**config.mk**
```make
export PLATFORM = sky130hd
export DESIGN_NAME = fmcr_top
export DESIGN_NICKNAME = d
export VERILOG_FILES = /design/src/rtl/fmcr_pkg.sv /design/src/rtl/fmcr_top.sv /design/src/rtl/fmcr_buf2.sv
export VERILOG_INCLUDE_DIRS = /design/src /design/src/rtl
export SDC_FILE = /design/constraint.sdc
export NUM_CORES = 2
export LEC_CHECK = 0
export ABC_AREA = 1
export BUFFER_PORTS_ARGS = -buffer_cell sky130_fd_sc_hd__buf_2
export CAP_MARGIN = 20
export CORE_UTILIZATION = 58
export CTS_CLUSTER_SIZE = 20
export DETAILED_ROUTE_END_ITERATION = 12
export MAX_ROUTING_LAYER = met4
export PLACE_DENSITY_LB_ADDON = 0.25
export SYNTH_ARGS = -nofsm -noshare
export SYNTH_HDL_FRONTEND = slang
export SYNTH_SLANG_ARGS = --single-unit
```
**constraint.sdc**
```tcl
create_clock -name mclk -period 8.5 [get_ports mclk]
set_clock_uncertainty 0.15 [all_clocks]
set_input_delay 0.425 -clock mclk [delete_from_list [all_inputs] [get_ports mclk]]
set_output_delay 0.425 -clock mclk [all_outputs]
set_load 0.02 [all_outputs]
```
**src/rtl/fmcr_defines.svh**
```systemverilog
// constants of the flow measurement command and readout block
`ifndef FMCR_DEFINES_SVH
`define FMCR_DEFINES_SVH
// ==========================================================
// bus address and command codes
`define FMCR_I2C_ADDR 7'h29
`define FMCR_CMD_O2 16'h3603
`define FMCR_CMD_AIR 16'h3608
`define FMCR_CMD_RSV0 16'h3615
`define FMCR_CMD_RSV1 16'h361e
`define FMCR_CMD_RSV2 16'h3624
`define FMCR_CMD_RSV3 16'h362f
`define FMCR_CMD_MIX 16'h3632
`define FMCR_CMD_RSV4 16'h3639
`define FMCR_CMD_RSV5 16'h3646
// ==========================================================
// status word layout
`define FMCR_ST_IDX_HI 15
`define FMCR_ST_IDX_LO 12
`define FMCR_ST_EXP 11
`define FMCR_ST_FIXN 10
`define FMCR_CONC_PURE 10'h3ff
`define FMCR_CONC_MAX 16'h03e8
// ==========================================================
// frame lengths
`define FMCR_CMD_BYTES 3'h2
`define FMCR_ARG_BYTES 3'h5
`define FMCR_BITS 4'h8
// ==========================================================
// checksum
`define FMCR_CRC_POLY 8'h31
`define FMCR_CRC_INIT 8'hff
// ==========================================================
// timing, in ns
`define FMCR_CLK_NS 40
`define FMCR_WARM_NS 12000000
`define FMCR_SAMPLE_NS 500000
`define FMCR_MEAN_NS 64000000
// smoothing factor 0.02 in 1/65536 units
`define FMCR_ALPHA 32'sd1311
`define FMCR_ALPHA_SH 16
`endif

```
**src/rtl/fmcr_pkg.sv**
```systemverilog
// types of the flow measurement command and readout block
`default_nettype none
package fmcr_pkg;
	// ======================================================
	// bus slave states
	typedef enum logic [2:0] {
		FMCR_IDLE, FMCR_ADDR, FMCR_A_ACK, FMCR_WR, FMCR_W_ACK,
		FMCR_RD, FMCR_R_ACK
	} fmcr_state_t;
endpackage
`default_nettype wire

```
**src/rtl/fmcr_top.sv**
```systemverilog
// i2c command interpreter and result readout of the flow sensor
// Function
// start codes 3603, 3608, 3632 start measuring with oxygen, air, mixture
// reserved start codes are ignored and start nothing
// mixture code takes argument and checksum; argument is the concentration
// measuring runs on; each read header returns flow, temp and status
// host sends no other command while measuring runs
// first result becomes readable 12 ms after the start
// read header with no data available is answered with nack
// read returns nine bytes: flow, crc, temp, crc, status, crc
// master nack ends the read; sda is released for the rest
// flow and temperature are signed 16-bit words, high byte first
// status 15:12 holds index of running start code
// status 11 shows exponential smoothing has taken over
// status 10 is 0 in average-until-read, 1 in fixed-N
// status 9:0 holds 3ff for pure gas or mixture per mille
// commands are 16 bits high byte first, argument plus checksum
// a new sample is requested every 0.5 ms while measuring
// mean for 64 ms after readout, then smoothing by 0.02 seeded
// checksum computed over each returned data word
`include "fmcr_defines.svh"
`default_nettype none
module fmcr_top
	import fmcr_pkg::*;
#(
	parameter int WARM_CYC = `FMCR_WARM_NS / `FMCR_CLK_NS,
	parameter int SAMPLE_CYC = `FMCR_SAMPLE_NS / `FMCR_CLK_NS,
	parameter int MEAN_CYC = `FMCR_MEAN_NS / `FMCR_CLK_NS
) (
	input wire logic mclk,
	input wire logic srst,
	input wire logic scl_i,
	input wire logic sda_i,
	output logic sda_o,
	output logic sda_oe,
	input wire logic avg_fixed_n,
	output logic meas_run,
	output logic [3:0] lut_sel,
	output logic sample_tick,
	input wire logic smp_valid,
	output logic smp_ready,
	input wire logic [15:0] smp_flow,
	input wire logic [15:0] smp_temp
);
	initial begin
		if (WARM_CYC < 1 || SAMPLE_CYC < 1 || MEAN_CYC < 1)
			$error("timing counts must be at least one");
	end

	// ======================================================
	// functions
	function automatic logic [7:0] crc8(input logic [15:0] w);
		logic [7:0] c;
		c = `FMCR_CRC_INIT;
		for (int i = 15; i >= 0; i--) begin
			if (c[7] ^ w[i]) c = {c[6:0], 1'b0} ^ `FMCR_CRC_POLY;
			else c = {c[6:0], 1'b0};
		end
		return c;
	endfunction

	function automatic logic [3:0] code_idx(input logic [15:0] c);
		case (c)
			`FMCR_CMD_O2: code_idx = 4'h0;
			`FMCR_CMD_AIR: code_idx = 4'h1;
			`FMCR_CMD_RSV0: code_idx = 4'h2;
			`FMCR_CMD_RSV1: code_idx = 4'h3;
			`FMCR_CMD_RSV2: code_idx = 4'h4;
			`FMCR_CMD_RSV3: code_idx = 4'h5;
			`FMCR_CMD_MIX: code_idx = 4'h6;
			`FMCR_CMD_RSV4: code_idx = 4'h7;
			`FMCR_CMD_RSV5: code_idx = 4'h8;
			default: code_idx = 4'hf;
		endcase
	endfunction

	// ======================================================
	// pin synchronisers and bus events
	logic [1:0] scl_s_q, sda_s_q;
	logic scl_d1_q, sda_d1_q;
	logic scl_r, scl_f, bus_start, bus_stop;

	always_ff @(posedge mclk) begin
		if (srst) begin
			scl_s_q <= 2'h3;
			sda_s_q <= 2'h3;
			scl_d1_q <= 1'b1;
			sda_d1_q <= 1'b1;
		end else begin
			scl_s_q <= {scl_s_q[0], scl_i};
			sda_s_q <= {sda_s_q[0], sda_i};
			scl_d1_q <= scl_s_q[1];
			sda_d1_q <= sda_s_q[1];
		end
	end

	assign scl_r = scl_s_q[1] & ~scl_d1_q;
	assign scl_f = ~scl_s_q[1] & scl_d1_q;
	assign bus_start = scl_s_q[1] & scl_d1_q & sda_d1_q & ~sda_s_q[1];
	assign bus_stop = scl_s_q[1] & scl_d1_q & ~sda_d1_q & sda_s_q[1];

	// ======================================================
	// measurement state
	logic run_q, mixed_q, expo_q, have_q, warm_q;
	logic [3:0] idx_q;
	logic [9:0] conc_q;
	logic signed [15:0] flow_q, temp_q;
	logic [15:0] status;
	logic [71:0] frame;
	logic data_avail;
	logic start_cmd, read_evt;
	logic [3:0] new_idx;
	logic [9:0] new_conc;

	assign status = {idx_q, expo_q, avg_fixed_n, conc_q};
	assign data_avail = run_q & warm_q & have_q;
	// nine bytes, each word followed by its checksum
	assign frame = {flow_q, crc8(flow_q), temp_q, crc8(temp_q),
		status, crc8(status)};
	assign meas_run = run_q;
	assign lut_sel = idx_q;

	// ======================================================
	// i2c slave
	fmcr_state_t st_q;
	logic [3:0] bit_q;
	logic [7:0] sh_q;
	logic rw_q, mack_q;
	logic [2:0] nbyte_q;
	logic [7:0] cmd_q [5];
	logic [71:0] out_q;
	logic [15:0] rx_code, rx_arg;

	assign sda_o = 1'b0;
	assign rx_code = {cmd_q[0], cmd_q[1]};
	assign rx_arg = {cmd_q[2], cmd_q[3]};

	// byte engine: shift on scl rise, drive on scl fall
	always_ff @(posedge mclk) begin
		if (srst) begin
			st_q <= FMCR_IDLE;
			bit_q <= 4'h0;
			sh_q <= 8'h00;
			rw_q <= 1'b0;
			mack_q <= 1'b0;
			nbyte_q <= 3'h0;
			out_q <= '1;
			sda_oe <= 1'b0;
			for (int i = 0; i < 5; i++) cmd_q[i] <= 8'h00;
		end else if (bus_stop) begin
			st_q <= FMCR_IDLE;
			sda_oe <= 1'b0;
		end else if (bus_start) begin
			st_q <= FMCR_ADDR;
			bit_q <= 4'h0;
			nbyte_q <= 3'h0;
			sda_oe <= 1'b0;
		end else if (scl_r) begin
			if (st_q == FMCR_ADDR || st_q == FMCR_WR) begin
				sh_q <= {sh_q[6:0], sda_s_q[1]};
				bit_q <= bit_q + 4'h1;
			end
			if (st_q == FMCR_R_ACK) mack_q <= sda_s_q[1];
		end else if (scl_f) begin
			case (st_q)
				FMCR_ADDR: begin
					if (bit_q == `FMCR_BITS) begin
						rw_q <= sh_q[0];
						if (sh_q[7:1] != `FMCR_I2C_ADDR)
							st_q <= FMCR_IDLE;
						else if (sh_q[0] & ~data_avail)
							st_q <= FMCR_IDLE;
						else begin
							sda_oe <= 1'b1;
							st_q <= FMCR_A_ACK;
						end
					end
				end
				FMCR_A_ACK: begin
					if (rw_q) begin
						sda_oe <= ~frame[71];
						out_q <= {frame[70:0], 1'b1};
						bit_q <= 4'h1;
						st_q <= FMCR_RD;
					end else begin
						sda_oe <= 1'b0;
						bit_q <= 4'h0;
						st_q <= FMCR_WR;
					end
				end
				FMCR_WR: begin
					if (bit_q == `FMCR_BITS) begin
						if (nbyte_q < `FMCR_ARG_BYTES) begin
							cmd_q[nbyte_q] <= sh_q;
							nbyte_q <= nbyte_q + 3'h1;
						end
						sda_oe <= 1'b1;
						st_q <= FMCR_W_ACK;
					end
				end
				FMCR_W_ACK: begin
					sda_oe <= 1'b0;
					bit_q <= 4'h0;
					st_q <= FMCR_WR;
				end
				FMCR_RD: begin
					if (bit_q == `FMCR_BITS) begin
						sda_oe <= 1'b0;
						st_q <= FMCR_R_ACK;
					end else begin
						sda_oe <= ~out_q[71];
						out_q <= {out_q[70:0], 1'b1};
						bit_q <= bit_q + 4'h1;
					end
				end
				FMCR_R_ACK: begin
					if (mack_q) begin
						sda_oe <= 1'b0;
						st_q <= FMCR_IDLE;
					end else begin
						sda_oe <= ~out_q[71];
						out_q <= {out_q[70:0], 1'b1};
						bit_q <= 4'h1;
						st_q <= FMCR_RD;
					end
				end
				default: st_q <= FMCR_IDLE;
			endcase
		end
	end

	// read header accepted: the averaging window restarts
	assign read_evt = scl_f & (st_q == FMCR_A_ACK) & rw_q;

	// ======================================================
	// command decode at stop of a write transfer
	always_comb begin
		new_idx = code_idx(rx_code);
		new_conc = `FMCR_CONC_PURE;
		start_cmd = 1'b0;
		if (bus_stop && (st_q == FMCR_WR || st_q == FMCR_W_ACK)) begin
			if ((rx_code == `FMCR_CMD_O2 || rx_code == `FMCR_CMD_AIR) &&
				nbyte_q == `FMCR_CMD_BYTES) begin
				start_cmd = 1'b1;
			end else if (rx_code == `FMCR_CMD_MIX &&
				nbyte_q == `FMCR_ARG_BYTES && crc8(rx_arg) == cmd_q[4] &&
				rx_arg <= `FMCR_CONC_MAX) begin
				start_cmd = 1'b1;
				new_conc = rx_arg[9:0];
			end
			// reserved codes fall through and start nothing R2
		end
	end

	// run, lookup table and concentration
	always_ff @(posedge mclk) begin
		if (srst) begin
			run_q <= 1'b0;
			idx_q <= 4'h0;
			conc_q <= `FMCR_CONC_PURE;
		end else if (start_cmd) begin
			run_q <= 1'b1;
			idx_q <= new_idx;
			conc_q <= new_conc;
		end
	end

	// ======================================================
	// warm-up and sample request timers
	logic [31:0] warm_cnt_q, tick_cnt_q, mean_cnt_q;

	always_ff @(posedge mclk) begin
		if (srst || start_cmd) begin
			warm_cnt_q <= 32'h0;
			warm_q <= 1'b0;
		end else if (run_q && !warm_q) begin
			warm_cnt_q <= warm_cnt_q + 32'h1;
			if (warm_cnt_q == 32'(WARM_CYC - 1)) warm_q <= 1'b1;
		end
	end

	always_ff @(posedge mclk) begin
		if (srst || !run_q || tick_cnt_q == 32'(SAMPLE_CYC - 1))
			tick_cnt_q <= 32'h0;
		else
			tick_cnt_q <= tick_cnt_q + 32'h1;
	end
	assign sample_tick = run_q && tick_cnt_q == 32'(SAMPLE_CYC - 1);

	// ======================================================
	// sample buffer and averaging
	logic b_valid, b_take, div_busy_q;
	logic [31:0] b_data;
	logic signed [31:0] sum_q, diff, step;
	logic signed [31:0] sum_nx;
	logic [15:0] cnt_q, cnt_nx, den_q;
	logic [31:0] num_q, quo_q;
	logic [32:0] rem_q, rem_sh;
	logic [5:0] dstep_q;
	logic neg_q;

	fmcr_buf2 #(.WIDTH(32)) u_buf (
		.mclk(mclk),
		.srst(srst | start_cmd),
		.in_valid(smp_valid & run_q),
		.in_ready(smp_ready),
		.in_data({smp_flow, smp_temp}),
		.out_valid(b_valid),
		.out_ready(~div_busy_q),
		.out_data(b_data)
	);

	assign b_take = b_valid & ~div_busy_q;
	assign diff = 32'(signed'(b_data[31:16])) - 32'(flow_q);
	assign step = (diff * `FMCR_ALPHA) >>> `FMCR_ALPHA_SH;
	assign rem_sh = {rem_q[31:0], num_q[31]};
	// window sum and count including the sample being taken
	assign sum_nx = (read_evt ? 32'sh0 : sum_q)
		+ 32'(signed'(b_data[31:16]));
	assign cnt_nx = (read_evt ? 16'h0 : cnt_q) + 16'h1;

	// window timer: smoothing takes over after 64 ms without readout
	always_ff @(posedge mclk) begin
		if (srst || start_cmd || read_evt || avg_fixed_n) begin
			mean_cnt_q <= 32'h0;
			expo_q <= 1'b0;
		end else if (run_q && !expo_q) begin
			mean_cnt_q <= mean_cnt_q + 32'h1;
			if (mean_cnt_q == 32'(MEAN_CYC - 1)) expo_q <= 1'b1;
		end
	end

	// results: direct in fixed-N, mean then smoothing otherwise
	always_ff @(posedge mclk) begin
		if (srst || start_cmd) begin
			flow_q <= 16'sh0;
			temp_q <= 16'sh0;
			have_q <= 1'b0;
			sum_q <= 32'sh0;
			cnt_q <= 16'h0;
			div_busy_q <= 1'b0;
			num_q <= 32'h0;
			quo_q <= 32'h0;
			rem_q <= 33'h0;
			dstep_q <= 6'h0;
			neg_q <= 1'b0;
			den_q <= 16'h0;
		end else if (div_busy_q) begin
			// a readout mid-divide still restarts the window
			if (read_evt) begin
				sum_q <= 32'sh0;
				cnt_q <= 16'h0;
			end
			// restoring divide, one quotient bit per cycle
			num_q <= {num_q[30:0], 1'b0};
			if (rem_sh >= {17'h0, den_q}) begin
				rem_q <= rem_sh - {17'h0, den_q};
				quo_q <= {quo_q[30:0], 1'b1};
			end else begin
				rem_q <= rem_sh;
				quo_q <= {quo_q[30:0], 1'b0};
			end
			dstep_q <= dstep_q + 6'h1;
			if (dstep_q == 6'd31) begin
				div_busy_q <= 1'b0;
				have_q <= 1'b1;
				if (rem_sh >= {17'h0, den_q})
					flow_q <= neg_q ? -signed'({quo_q[14:0], 1'b1})
						: signed'({quo_q[14:0], 1'b1});
				else
					flow_q <= neg_q ? -signed'({quo_q[14:0], 1'b0})
						: signed'({quo_q[14:0], 1'b0});
			end
		end else begin
			if (read_evt) begin
				sum_q <= 32'sh0; // new window after each readout
				cnt_q <= 16'h0;
			end
			if (b_take) begin
				temp_q <= signed'(b_data[15:0]);
				if (avg_fixed_n) begin
					flow_q <= signed'(b_data[31:16]);
					have_q <= 1'b1;
				end else if (expo_q) begin
					flow_q <= flow_q + step[15:0];
					have_q <= 1'b1;
				end else begin
					// arithmetic mean of the window so far
					sum_q <= sum_nx;
					cnt_q <= cnt_nx;
					den_q <= cnt_nx;
					num_q <= sum_nx[31] ? 32'(-sum_nx)
						: 32'(sum_nx);
					neg_q <= sum_nx[31];
					quo_q <= 32'h0;
					rem_q <= 33'h0;
					dstep_q <= 6'h0;
					div_busy_q <= 1'b1;
				end
			end
		end
	end
endmodule // fmcr_top
`default_nettype wire

```
**src/rtl/fmcr_buf2.sv**
```systemverilog
// two-entry buffer between sample source and result logic
`default_nettype none
module fmcr_buf2 #(
	parameter int WIDTH = 32
) (
	input wire logic mclk,
	input wire logic srst,
	input wire logic in_valid,
	output logic in_ready,
	input wire logic [WIDTH-1:0] in_data,
	output logic out_valid,
	input wire logic out_ready,
	output logic [WIDTH-1:0] out_data
);
	logic [WIDTH-1:0] mem_q [2];
	logic wp_q, rp_q;
	logic [1:0] cnt_q;
	logic push, pop;

	initial begin
		if (WIDTH < 1) $error("width must be positive");
	end

	// honest full and empty
	assign in_ready = (cnt_q != 2'h2);
	assign out_valid = (cnt_q != 2'h0);
	assign push = in_valid & in_ready;
	assign pop = out_valid & out_ready;
	assign out_data = mem_q[rp_q];

	// storage
	always_ff @(posedge mclk) begin
		if (push) mem_q[wp_q] <= in_data;
	end

	// pointers and fill count
	always_ff @(posedge mclk) begin
		if (srst) begin
			wp_q <= 1'b0;
			rp_q <= 1'b0;
			cnt_q <= 2'h0;
		end else begin
			if (push) wp_q <= ~wp_q;
			if (pop) rp_q <= ~rp_q;
			if (push & ~pop) cnt_q <= cnt_q + 2'h1;
			else if (pop & ~push) cnt_q <= cnt_q - 2'h1;
		end
	end
endmodule // fmcr_buf2
`default_nettype wire

```
==> flow_summary.toml <==
[synth]
synth.lib_cells_used.distinct = 62
post-synth-top-area-fraction = 0.239
async_flop_share = 0
post_synth_edffs = 104
synthesis.instances = 4688
seq_total_area_yosys = 0.332
syn_warnings = 0
ys_seq_elements = 504
syn_area_per_cell_sq_um = 7.15
synth-main-ff-cell = "dfxtp_1"
post_synth_instance_area_sq_mm = 0.0335
post_synth_main_area_contributors = "dfxtp_1 (24%), nand2_1 (11%), edfxtp_1 (9.3%), inv_1 (7.5%), nor2_1 (6.8%)"
netlist.top_cell.by_area = "dfxtp_1"
net_count_synth = 4980

[setup_path]
crit_top_cell = "nand2_1"
critical_path_buf_inv_count = 8
type_of_destination_of_the_critical_path = "flop"
critical_path.startpoint_type = "flop"
critPathTopFamily = "adder cells"
critPathMaxStageDelay_ns = 0.56
cp.arrival_ns = 8.43
critical_path.slowest_cell = "fa_1"
worst-setup-path-type = "reg -> reg"
crit_required_ns = 8.89
cp_max_fo = 6

[layout]
layout_common_cells = "nand2_1 (971), inv_1 (664), nor2_1 (603)"
finalCoreUtilization = 0.651
nNetsFinal = 5016
layout-area-overhead-vs-synth_pct = 10.1
post_route_cells_drive_above_1_share = 0.0631
final_common_cell = "nand2_1"
insertedDiodeCount = 0

[clocking]
cts_sinks = 504
clkSlewWorstSetupHoldPaths_ns = 0.07
clkLatencyLatePin_ns = 0.63
cts_tree = "yes"
cts_max_path_buffers = 3
cts-buffers-inserted = 53
cts_root_buffer = "clkbuf_16"
cts_htree_levels = 2

[die]
core_region_area_sq_mm = 0.0567
die-area_sq_mm = 0.0588
starting_density_of_the_core = 0.591
pin_count = 47
fp.dieH_um = 242
placement_rows = 87
die_w_um = 242

[drt]
vias = 30212
wirelength_mm = 86.3
drt_iter0_drc = 2189
dr_wl_met3_mm = 4.68
route.detailed.wl_per_inst_um = 15.6
avgViaCountPerCell = 5.47
postRouteAntennaNets = 0
detailroute.wirelength.met2_mm = 40.5
route.top_layer_used = "met4"
drc = 0
drt-met1-wl_mm = 38.3
length_of_the_first_detailed_routing_pass_in_iterations = 7

[sta]
fmax_mhz = 124
worst-slew-pin-transition_ns = 1.06
hold_viol_final = 0
slew_headroom = 0.291
minimum_clock_period_after_layout_ns = 8.05
fin_crit_sh = 0.946
final.setup.worst_slack_ns = 0.455
setup_total_negative_slack_ns = 0
finalMaxSlewViolations = 0
setup_viol = 0

[place]
numPortBuffers = 45
worst_slack_at_placement_ns = 0.107
dp_hpwl_mm = 63.1
finalWeightedCongestion = 0.971

[global_routing]
wire_length_of_the_first_global_routing_pass_mm = 141
grt_remaining_overflow = 0
groute.usage.overall = 0.299
grt_max_degree = 131
antenna_found_initial = 0
vias_in_the_first_global_route = 28355

[status]
run_status = "finished, final reports clean"

[flow_run]
max_cap_violations = 0

[hold_path]
min-delay-path-class = "in -> reg"
synthesized netlist by cell type, drive strengths merged (69+ instances only):
cell type and n:
a21oi 291, clkbuf 126, dfxtp 400, edfxtp 104
fa 73, ha 181, inv 671, nand2 985
nand3 192, nand4 69, nor2 613, nor3 112
o21ai 233, xnor2 109, xor2 193
area by class of cell:
type,count,area [sq um]
clock buffers,72,1480
clock inverters,28,304
fillers,5059,19800
inverters,675,2530
multi-input cells,3341,19400
flip-flops and latches,504,11100
well taps,756,946
repair buffers,149,1100
path summary, 6_finish.rpt:
| kind | start | endpoint | slack (ns) | depth (start not counted) |
|---|---|---|---|---|
| worst min register to register | tick_cnt_q[0] | tick_cnt_q[0] | 0.30 | 1 |
| worst max-delay path | flop | flow_q[10] | 0.45 | 45 |
| worst max register to register | flop | flow_q[10] | 0.45 | 45 |
| worst min-delay path | srst | meas_run | 0.21 | 3 |
tightest hold or removal path: stages:
cell and delay (ns):
buf_2 0.09, buf_4 0.22, a21oi_1 0.16
sequential cells by signal, indices dropped and copies added (netlist names), 32 cells and up, named ones only:
name         count
mean_cnt_q      32
sum_q           32
out_q           71
u_buf.mem_q     64
num_q           32
rem_q           32
cmd_q           40
warm_cnt_q      32
tick_cnt_q      32
timing repair:
action / 4_1_cts / 5_1_grt
hold endpoints to repair: 66 / 0
setup endpoints to repair: 0 / 11
setup buffers: 0 / 14
hold buffers: 34 / 0
resized for setup: 0 / 71
kinds of logic after synthesis:
logic type | Yosys count | share of synthesized area
AND/OR/NAND/NOR | 2061 | 0.256
other | 1 | 0.000112
flip-flops | 504 | 0.332
AO/OA/AOI/OAI | 721 | 0.122
buffers and inverters | 843 | 0.0988
XOR/XNOR | 302 | 0.0796
adder cells (fa/ha/maj) | 254 | 0.111
multiplexers | 2 | 0.000597
layer usage:
| metal | GRT usage | up-vias |
|---|---|---|
| li1 | - | 15246 |
| met4 | 0.110 | 0 |
| met1 | 0.380 | 14002 |
| met2 | 0.488 | 783 |
| met3 | 0.0350 | 181 |
| met5 | - | - |
stage by stage:
stage,hold slack (ns),area (sq um),cells
after global placement,0.284,34400,5375
after global routing,0.227,36900,5525
after floorplan,0.239,33500,4688
after detailed placement,0.289,34400,5376
final,0.205,36900,5525
after CTS,0.171,36500,5510
Power is not shown: default switching activity piles up to over one toggle a cycle in this logic, so the estimate is an artifact.
